==> src/lds_cfg.svh <==
// Constants for the display link serializer.
// Assumes a 125 MHz ref_clk; times are converted to cycles here.
`ifndef LDS_CFG_SVH
`define LDS_CFG_SVH

`define LDS_REF_CLK_KHZ      125000
`define LDS_IN_BITS          21
`define LDS_LANES            3
`define LDS_SLOTS            7
`define LDS_SLOT_W           3
`define LDS_SLOT_LAST        3'h6
`define LDS_CLK_HIGH_SLOTS   3'h4
`define LDS_LANE0_LSB        0
`define LDS_LANE1_LSB        7
`define LDS_LANE2_LSB        14
`define LDS_FIFO_DEPTH       4
`define LDS_PLL_LOCK_MS      10
`define LDS_PLL_LOCK_CYC     (`LDS_PLL_LOCK_MS * `LDS_REF_CLK_KHZ)
`define LDS_PD_DELAY_NS      100
`define LDS_PD_DELAY_CYC     ((`LDS_PD_DELAY_NS * `LDS_REF_CLK_KHZ) / 1000000)
`define LDS_LOSS_CYC         64
`define LDS_CNT_W            21

`endif

==> src/lds_pkg.sv <==
// Types for the display link serializer.
// Field positions are fixed here; they match the lane LSBs in lds_cfg.svh.
package lds_pkg;

  // One pixel word, split into its three lane groups
  typedef struct packed {
    logic [6:0] lane2;
    logic [6:0] lane1;
    logic [6:0] lane0;
  } lds_word_t;

  typedef enum logic [1:0] {
    LDS_DOWN,
    LDS_ACQ,
    LDS_LOCKED
  } lds_state_t;

endpackage : lds_pkg

==> src/lds_serializer.sv <==
// Display link serializer: pin capture, pixel FIFO, 7:1 lane serializer.
// Assumes all pins are asynchronous to ref_clk; lane pins are driven
// single-ended with an output enable, the pad makes the pair.
`timescale 1ns/1ps
`default_nettype none
`include "lds_cfg.svh"

////////////////////////////////////////////////////////////////////////////
module lds_fifo #(
  parameter int WIDTH = `LDS_IN_BITS,
  parameter int DEPTH = `LDS_FIFO_DEPTH
) (
  input  wire logic             ref_clk,
  input  wire logic             rst_b,
  input  wire logic             clk_en,
  input  wire logic             flush,
  input  wire logic             in_valid,
  output logic                  in_ready,
  input  wire logic [WIDTH-1:0] in_data,
  output logic                  out_valid,
  input  wire logic             out_ready,
  output logic      [WIDTH-1:0] out_data
);
  localparam int AW = (DEPTH > 1) ? $clog2(DEPTH) : 1;

  logic [WIDTH-1:0] mem_r [DEPTH];
  logic [AW-1:0]    wr_r, wr_nxt, rd_r, rd_nxt;
  logic [AW:0]      cnt_r, cnt_nxt;
  logic             push, pop;

  assign in_ready  = (cnt_r != (AW+1)'(DEPTH)) && !flush;
  assign out_valid = (cnt_r != '0) && !flush;
  assign out_data  = mem_r[rd_r];
  assign push      = in_valid && in_ready;
  assign pop       = out_valid && out_ready;

  function automatic logic [AW-1:0] nxt_ptr(input logic [AW-1:0] p);
    nxt_ptr = (p == AW'(DEPTH - 1)) ? '0 : p + 1'b1;
  endfunction : nxt_ptr

  always_comb begin
    wr_nxt  = push ? nxt_ptr(wr_r) : wr_r;
    rd_nxt  = pop ? nxt_ptr(rd_r) : rd_r;
    cnt_nxt = cnt_r + {{AW{1'b0}}, push} - {{AW{1'b0}}, pop};
    if (flush) begin
      wr_nxt  = '0;
      rd_nxt  = '0;
      cnt_nxt = '0;
    end
  end

  always_ff @(posedge ref_clk or negedge rst_b) begin
    if (!rst_b) begin
      wr_r  <= '0;
      rd_r  <= '0;
      cnt_r <= '0;
    end else if (clk_en) begin
      wr_r  <= wr_nxt;
      rd_r  <= rd_nxt;
      cnt_r <= cnt_nxt;
    end
  end

  always_ff @(posedge ref_clk) begin
    if (clk_en && push) begin
      mem_r[wr_r] <= in_data;
    end
  end
endmodule : lds_fifo

////////////////////////////////////////////////////////////////////////////
// What this block does
// - Take 21 inputs per pixel: 18 colour bits, line sync, frame sync, enable.
// - Capture every input bit only on the pixel shift clock falling edge.
// - Drive serialized pixel data on three data lanes every clock period.
// - Lane 0 carries bits 0-6, lane 1 bits 7-13, lane 2 bits 14-20.
// - Forward a link clock on a fourth lane, one period per seven slots.
// - Power-down low puts every serial output in high impedance.
// - Power-down resets internal state and stops the lock logic.
// - Any order of power-down release and clock or data arrival works.
// - Clock stop and restart relocks and resumes without power-down.
// - Output tracks a spread-spectrum input up to 100KHz modulation.
// - Lock and valid output within 10 ms of a stable input clock.
// - Outputs disabled within 100 ns of power-down assertion.
module lds_serializer #(
  parameter int LOCK_CYC = `LDS_PLL_LOCK_CYC,
  parameter int LOSS_CYC = `LDS_LOSS_CYC
) (
  input  wire logic                      ref_clk,
  input  wire logic                      rst_b,
  input  wire logic                      clk_en,
  input  wire logic                      pixel_shift_clock_in,
  input  wire logic [`LDS_IN_BITS-1:0]   pixel_input_bits,
  input  wire logic                      power_down_n,
  output logic      [`LDS_LANES-1:0]     serial_data_lane,
  output logic      [`LDS_LANES-1:0]     serial_data_lane_oe,
  output logic                           forwarded_link_clock,
  output logic                           forwarded_link_clock_oe,
  output logic                           pll_locked,
  output logic                           capture_ready
);
  localparam int PD_CYC = `LDS_PD_DELAY_CYC;

  // Two-flop synchronisers for every pin input
  logic [`LDS_IN_BITS-1:0] din_s1_r, din_s2_r;
  logic [2:0]              clk_s_r;
  logic [1:0]              pd_s_r;

  always_ff @(posedge ref_clk or negedge rst_b) begin
    if (!rst_b) begin
      din_s1_r <= '0;
      din_s2_r <= '0;
      clk_s_r  <= '0;
      pd_s_r   <= '0;
    end else if (clk_en) begin
      din_s1_r <= pixel_input_bits;
      din_s2_r <= din_s1_r;
      clk_s_r  <= {clk_s_r[1:0], pixel_shift_clock_in};
      pd_s_r   <= {pd_s_r[0], power_down_n};
    end
  end

  logic fall_det, standby;
  assign fall_det = clk_s_r[2] && !clk_s_r[1];
  assign standby  = !pd_s_r[1];

  ////////////////////////////////////////////////////////////////////////
  // Lock tracking and serializer state
  lds_pkg::lds_state_t       st_r, st_nxt;
  logic [`LDS_CNT_W-1:0]     lock_cnt_r, lock_cnt_nxt;
  logic [6:0]                gap_r, gap_nxt;
  logic [`LDS_SLOT_W-1:0]    slot_r, slot_nxt;
  lds_pkg::lds_word_t        sh_r, sh_nxt;
  logic [`LDS_LANES-1:0]     lane_nxt;
  logic                      fclk_nxt, oe_r, oe_nxt;
  logic                      locked;
  logic                      fifo_out_valid, fifo_pop;
  lds_pkg::lds_word_t        fifo_word, cap_word;

  assign locked = (st_r == lds_pkg::LDS_LOCKED);
  assign cap_word = lds_pkg::lds_word_t'(din_s2_r);
  assign fifo_pop = locked && (slot_r == `LDS_SLOT_LAST);

  lds_fifo #(
    .WIDTH (`LDS_IN_BITS),
    .DEPTH (`LDS_FIFO_DEPTH)
  ) u_fifo (
    .ref_clk   (ref_clk),
    .rst_b     (rst_b),
    .clk_en    (clk_en),
    .flush     (!locked),
    .in_valid  (fall_det && locked),
    .in_ready  (capture_ready),
    .in_data   (cap_word),
    .out_valid (fifo_out_valid),
    .out_ready (fifo_pop),
    .out_data  (fifo_word)
  );

  always_comb begin
    st_nxt       = st_r;
    lock_cnt_nxt = lock_cnt_r;
    // Saturates so a stopped clock parks the lock counter
    gap_nxt      = fall_det ? '0 :
                   (gap_r == 7'(LOSS_CYC)) ? gap_r : gap_r + 1'b1;
    slot_nxt     = `LDS_SLOT_LAST;
    sh_nxt       = '0;
    oe_nxt       = 1'b1;
    unique case (st_r)
      lds_pkg::LDS_DOWN: begin
        st_nxt       = lds_pkg::LDS_ACQ;
        lock_cnt_nxt = '0;
      end
      lds_pkg::LDS_ACQ: begin
        if (gap_r == 7'(LOSS_CYC)) begin
          lock_cnt_nxt = '0;
        end else if (lock_cnt_r == `LDS_CNT_W'(LOCK_CYC - 1)) begin
          st_nxt = lds_pkg::LDS_LOCKED;
        end else begin
          lock_cnt_nxt = lock_cnt_r + 1'b1;
        end
      end
      lds_pkg::LDS_LOCKED: begin
        if (gap_r == 7'(LOSS_CYC)) begin
          st_nxt       = lds_pkg::LDS_ACQ;
          lock_cnt_nxt = '0;
        end else if (slot_r == `LDS_SLOT_LAST) begin
          slot_nxt = '0;
          // Empty FIFO sends a zero word; clock keeps running
          sh_nxt   = fifo_out_valid ? fifo_word : '0;
        end else begin
          slot_nxt = slot_r + 1'b1;
          sh_nxt.lane0 = {sh_r.lane0[5:0], 1'b0};
          sh_nxt.lane1 = {sh_r.lane1[5:0], 1'b0};
          sh_nxt.lane2 = {sh_r.lane2[5:0], 1'b0};
        end
      end
      default: begin
        st_nxt = lds_pkg::LDS_DOWN;
      end
    endcase
    if (standby) begin
      st_nxt       = lds_pkg::LDS_DOWN;
      lock_cnt_nxt = '0;
      // No edge seen yet after standby
      gap_nxt      = 7'(LOSS_CYC);
      oe_nxt       = 1'b0;
    end
    // Slot k carries bit 6-k of each lane group
    lane_nxt = {sh_nxt.lane2[6], sh_nxt.lane1[6], sh_nxt.lane0[6]};
    fclk_nxt = (st_nxt == lds_pkg::LDS_LOCKED) &&
               (slot_nxt < `LDS_CLK_HIGH_SLOTS);
  end

  always_ff @(posedge ref_clk or negedge rst_b) begin
    if (!rst_b) begin
      st_r                 <= lds_pkg::LDS_DOWN;
      lock_cnt_r           <= '0;
      gap_r                <= 7'(LOSS_CYC);
      slot_r               <= `LDS_SLOT_LAST;
      sh_r                 <= '0;
      oe_r                 <= 1'b0;
      serial_data_lane     <= '0;
      forwarded_link_clock <= 1'b0;
    end else if (clk_en) begin
      st_r                 <= st_nxt;
      lock_cnt_r           <= lock_cnt_nxt;
      gap_r                <= gap_nxt;
      slot_r               <= slot_nxt;
      sh_r                 <= sh_nxt;
      oe_r                 <= oe_nxt;
      serial_data_lane     <= lane_nxt;
      forwarded_link_clock <= fclk_nxt;
    end
  end

  assign serial_data_lane_oe     = {`LDS_LANES{oe_r}};
  assign forwarded_link_clock_oe = oe_r;
  assign pll_locked              = locked;
endmodule : lds_serializer
`default_nettype wire

==> config.mk <==
export PLATFORM = sky130hd
export DESIGN_NAME = lds_serializer
export DESIGN_NICKNAME = d
export VERILOG_FILES = /design/src/lds_pkg.sv /design/src/lds_serializer.sv
export VERILOG_INCLUDE_DIRS = /design/src
export SDC_FILE = /design/constraint.sdc
export NUM_CORES = 1
export LEC_CHECK = 0
export BUFFER_PORTS_ARGS = -buffer_cell sky130_fd_sc_hd__buf_2
export CAP_MARGIN = 20
export CORE_MARGIN = 2
export CORE_UTILIZATION = 45
export DETAILED_ROUTE_END_ITERATION = 7
export PLACE_DENSITY = 0.61
export SLEW_MARGIN = 15
export SYNTH_ARGS = -nofsm -noshare
export SYNTH_HDL_FRONTEND = slang
export SYNTH_SLANG_ARGS = --single-unit
==> constraint.sdc <==
create_clock -name ref_clk -period 2.5 [get_ports ref_clk]
set_input_delay 0 -clock ref_clk [delete_from_list [all_inputs] [get_ports ref_clk]]
set_output_delay 0 -clock ref_clk [all_outputs]
set_load 0.01 [all_outputs]
==> flow_summary_export.csv <==
group,metric,value,unit
global_route,met3_usage,4.51,%
clock_tree,clk_latency,0.43,ns
timing,slew_headroom,49.9,%
detailed_routing,wl_per_cell,17.9,um
global_route,grt_max_degree,59,
timing,setup_viol_count_final,0,
floorplanning,core,18000,um2
clock_tree,cts_tree,"done",
floorplanning,start_util,45.8,%
power_and_ir_drop,ir_drop,0.000495,V
timing,min_period,2.33,ns
placement,portBuffers,35,
detailed_routing,ant_nets,0,
floorplanning,fp.dieW,139,um
setup_path,reg2reg_from,"gap_r[0]",
global_route,antenna_found_initial,0,
logic_synthesis,yosysUniqueCellTypes,59,
setup_path,cp_slowest_cell,"or4b_4",
floorplanning,row_count,49,
setup_path,ff2ff_path_depth,8,
floorplanning,dieHeight,139,um
logic_synthesis,syn_nets,597,
min_path,hp-class,"in2async",
global_route,grt_pass1_vias,5087,
logic_synthesis,ys.flop_type,"dfrtp_1",
timing,timing.final.crit_share,93.1,%
timing,fmax,430,MHz
logic_synthesis,synth_area_per_cell,14.7,um2
setup_path,path_cells,"inv_1 > ha_1 > or4b_4 > o21a_1 > nand2_1 > buf_4 > or3_1 > o21ai_0",
setup_path,critical_path_class,"reg2reg",
logic_synthesis,ys_seq_area_share,64.1,%
placement,gp_congestion,0.767,
global_route,use_met1,21.7,%
detailed_routing,remaining_drc_errors,0,
global_route,grt_usage,17.1,%
floorplanning,dieArea,19400,um2
timing,worstMarginPinSlew,0.752,ns
clock_tree,cts_root_buf,"clkbuf_16",
clock_tree,clk_pin_slew_worst_paths,0.07,ns
power_and_ir_drop,static-leakage-power,0.00367,uW
cells_and_area,diodes,0,
setup_path,max_stage_delay,0.49,ns
setup_path,crit_fanout,8,
clock_tree,htree_levels,4,
logic_synthesis,async_flop_share,56.7,%
power_and_ir_drop,total_power,6760,uW
setup_path,r2r-end,"lock_cnt_r[9]",
floorplanning,ios,36,
cells_and_area,area_growth,16.1,%
power_and_ir_drop,p_per_area,707,nW/um2
setup_path,cp_num_buf_inv,2,
clock_tree,clkSinkCount,194,
setup_path,cp-end-kind,"flop",
logic_synthesis,syn_area,8230,um2
timing,fin_skew,0.00855,ns
timing,rsz0062_at_grt,"false",
clock_tree,cts_made_buffers,17,
setup_path,setup.worst_path.start_class,"flop",
global_route,grt_overflow,0,
logic_synthesis,netlist_instances,560,
global_route,grt-busiest-layer,"met2",
detailed_routing,dr.pass1.iters,4,
job,max-cap-violations,0,
clock_tree,ctsLongestPathBuffers,2,
setup_path,worstPathArrival,2.62,ns
global_route,grt_use_met2,28.5,%
timing,final_hold_viol_count,0,
logic_synthesis,ys_ff_latch,194,
logic_synthesis,yosys_warnings,0,
logic_synthesis,synth_edf_count,84,
cells_and_area,drive_gt1_share,28.0,%
placement,place_hpwl,9630,um
setup_path,path_delay_family,"simple AND/OR/NAND/NOR gates",
setup_path,reg2reg_slack,0.17,ns
detailed_routing,first_iter_violations,368,
timing,drv_slew,0,
global_route,grt_pass1_wl,26100,um
detailed_routing,vias,4871,
cells_and_area,final_nets,663,
detailed_routing,wl,15500,um
run_status,status,"finished clean",
detailed_routing,via_per_inst,5.61,
cells_and_area,fillCellCount,1487,
clock_tree,cts_setup_buffers,0,
setup_path,worstPathRequired,2.80,ns
timing,setup_tns,0,ns
logic make-up (layout without fill, tap and decap cells):
family	Yosys count	in the layout	share of synthesized area, %
XOR/XNOR	4	4	0.426
multiplexers	72	72	12.7
flip-flops	194	194	64.1
buffers and inverters	51	130	2.89
AO/OA/AOI/OAI	126	126	11.3
AND/OR/NAND/NOR	102	102	6.81
adder cells (fa/ha/maj)	11	11	1.76
per-layer routing:
layer	vias up	part of all wire, %	wire, um
li1	2275	-	-
met1	2477	44	6880
met2	98	50	7730
met3	21	3.9	612
met4	0	2.0	318
met5	-	0	0
through the flow:
stage | cell area (um2) | cells | hold WS [ns] | worst slack (ns) | util (%)
final | 9560 | 868 | 0.158 | 0.173 | 53.2
after global routing | 9560 | 868 | 0.212 | 0.0169 | 53.2
after CTS | 9560 | 868 | 0.172 | 0.119 | 53.2
after detailed placement | 8720 | 811 | 0.0954 | 0.125 | 48.5
after global placement | 8720 | 811 | 0.0867 | 0.264 | 48.5
after floorplan | 8240 | 560 | -0.296 | 0.00891 | -
cell usage after synthesis, drive strengths merged, types with 5 or more instances:
master	number	area, um2
dfrtp	107	2680
a31oi	9	56.3
mux2	47	529
a22oi	18	135
nor4	5	52.6
buf	21	125
nand2	24	90.1
a21oi	12	63.8
nor2	19	73.8
inv	16	60.1
o21ai	34	174
o31ai	13	97.6
ha	10	125
nand4	8	50.1
edfxtp	84	2520
mux4	21	473
and3	9	56.3
clkbuf	14	52.6
o2bb2ai	21	246
nand3	13	70.1
worst reg2reg max path, stage by stage, from the launching register on:
cell and delay, ns:
dfrtp_1 0.45, inv_1 0.11, ha_1 0.15, or4b_4 0.49, o21a_1 0.28, nand2_1 0.27
buf_4 0.23, or3_1 0.11, o21ai_0 0.09
power breakdown:
| part | switching [uW] | internal [uW] |
|---|---|---|
| Combinational | 269 | 237 |
| Sequential | 107 | 3490 |
| Clock | 1320 | 1340 |
| Total | 1690 | 5060 |
sequential cells by signal, indices dropped and copies added, names as in the netlist:
register                 cells
serial_data_lane             3
slot_r                       3
u_fifo.wr_r                  2
cap_word                    21
din_s1_r                    21
u_fifo.rd_r                  2
forwarded_link_clock_oe      1
forwarded_link_clock         1
u_fifo.cnt_r                 3
clk_s_r                      3
u_fifo.mem_r                84
sh_r                        18
pd_s_r                       2
gap_r                        7
lock_cnt_r                  21
st_r                         2
area by class of cell:
type                    instances  area, um2  area share [%]
clock inverters                15        168            1.75
flip-flops and latches        194       5280            55.2
well taps                     229        287            3.00
multi-input cells             315       2720            28.5
inverters                      16       60.1           0.628
repair buffers                 82        621            6.49
clock buffers                  17        425            4.45
what timing repair did:
item	CTS	global route
hold endpoints to repair	75	0
hold buffers	25	0
endpoints found under the setup margin	0	1
resized for setup	0	2
cell usage in the layout (no fill, tap or decap), types with 16 or more instances in the layout:
master / n
dfrtp_1: 107
edfxtp_1: 84
mux2_2: 47
buf_2: 33
o21ai_0: 31
dlygate4sd3_1: 25
nand2_1: 24
buf_4: 22
mux4_2: 21
nor2_1: 18
a22oi_1: 18
clkbuf_16: 17
inv_1: 16
how the worst max path moves through the flow:
stage | to | slack, ns | startpoint | cells past startpoint
after floorplan | u_fifo.cnt_r[2] | 0.009 | st_r[0] | 13
after global placement | u_fifo.cnt_r[2] | 0.26 | slot_r[1] | 11
after detailed placement | u_fifo.cnt_r[2] | 0.13 | st_r[1] | 11
after CTS | u_fifo.cnt_r[2] | 0.12 | st_r[1] | 11
after global routing | u_fifo.cnt_r[2] | 0.02 | slot_r[1] | 11
final | lock_cnt_r[9] | 0.17 | gap_r[0] | 8
No activity file was read; power rests on OpenSTA's default activity.
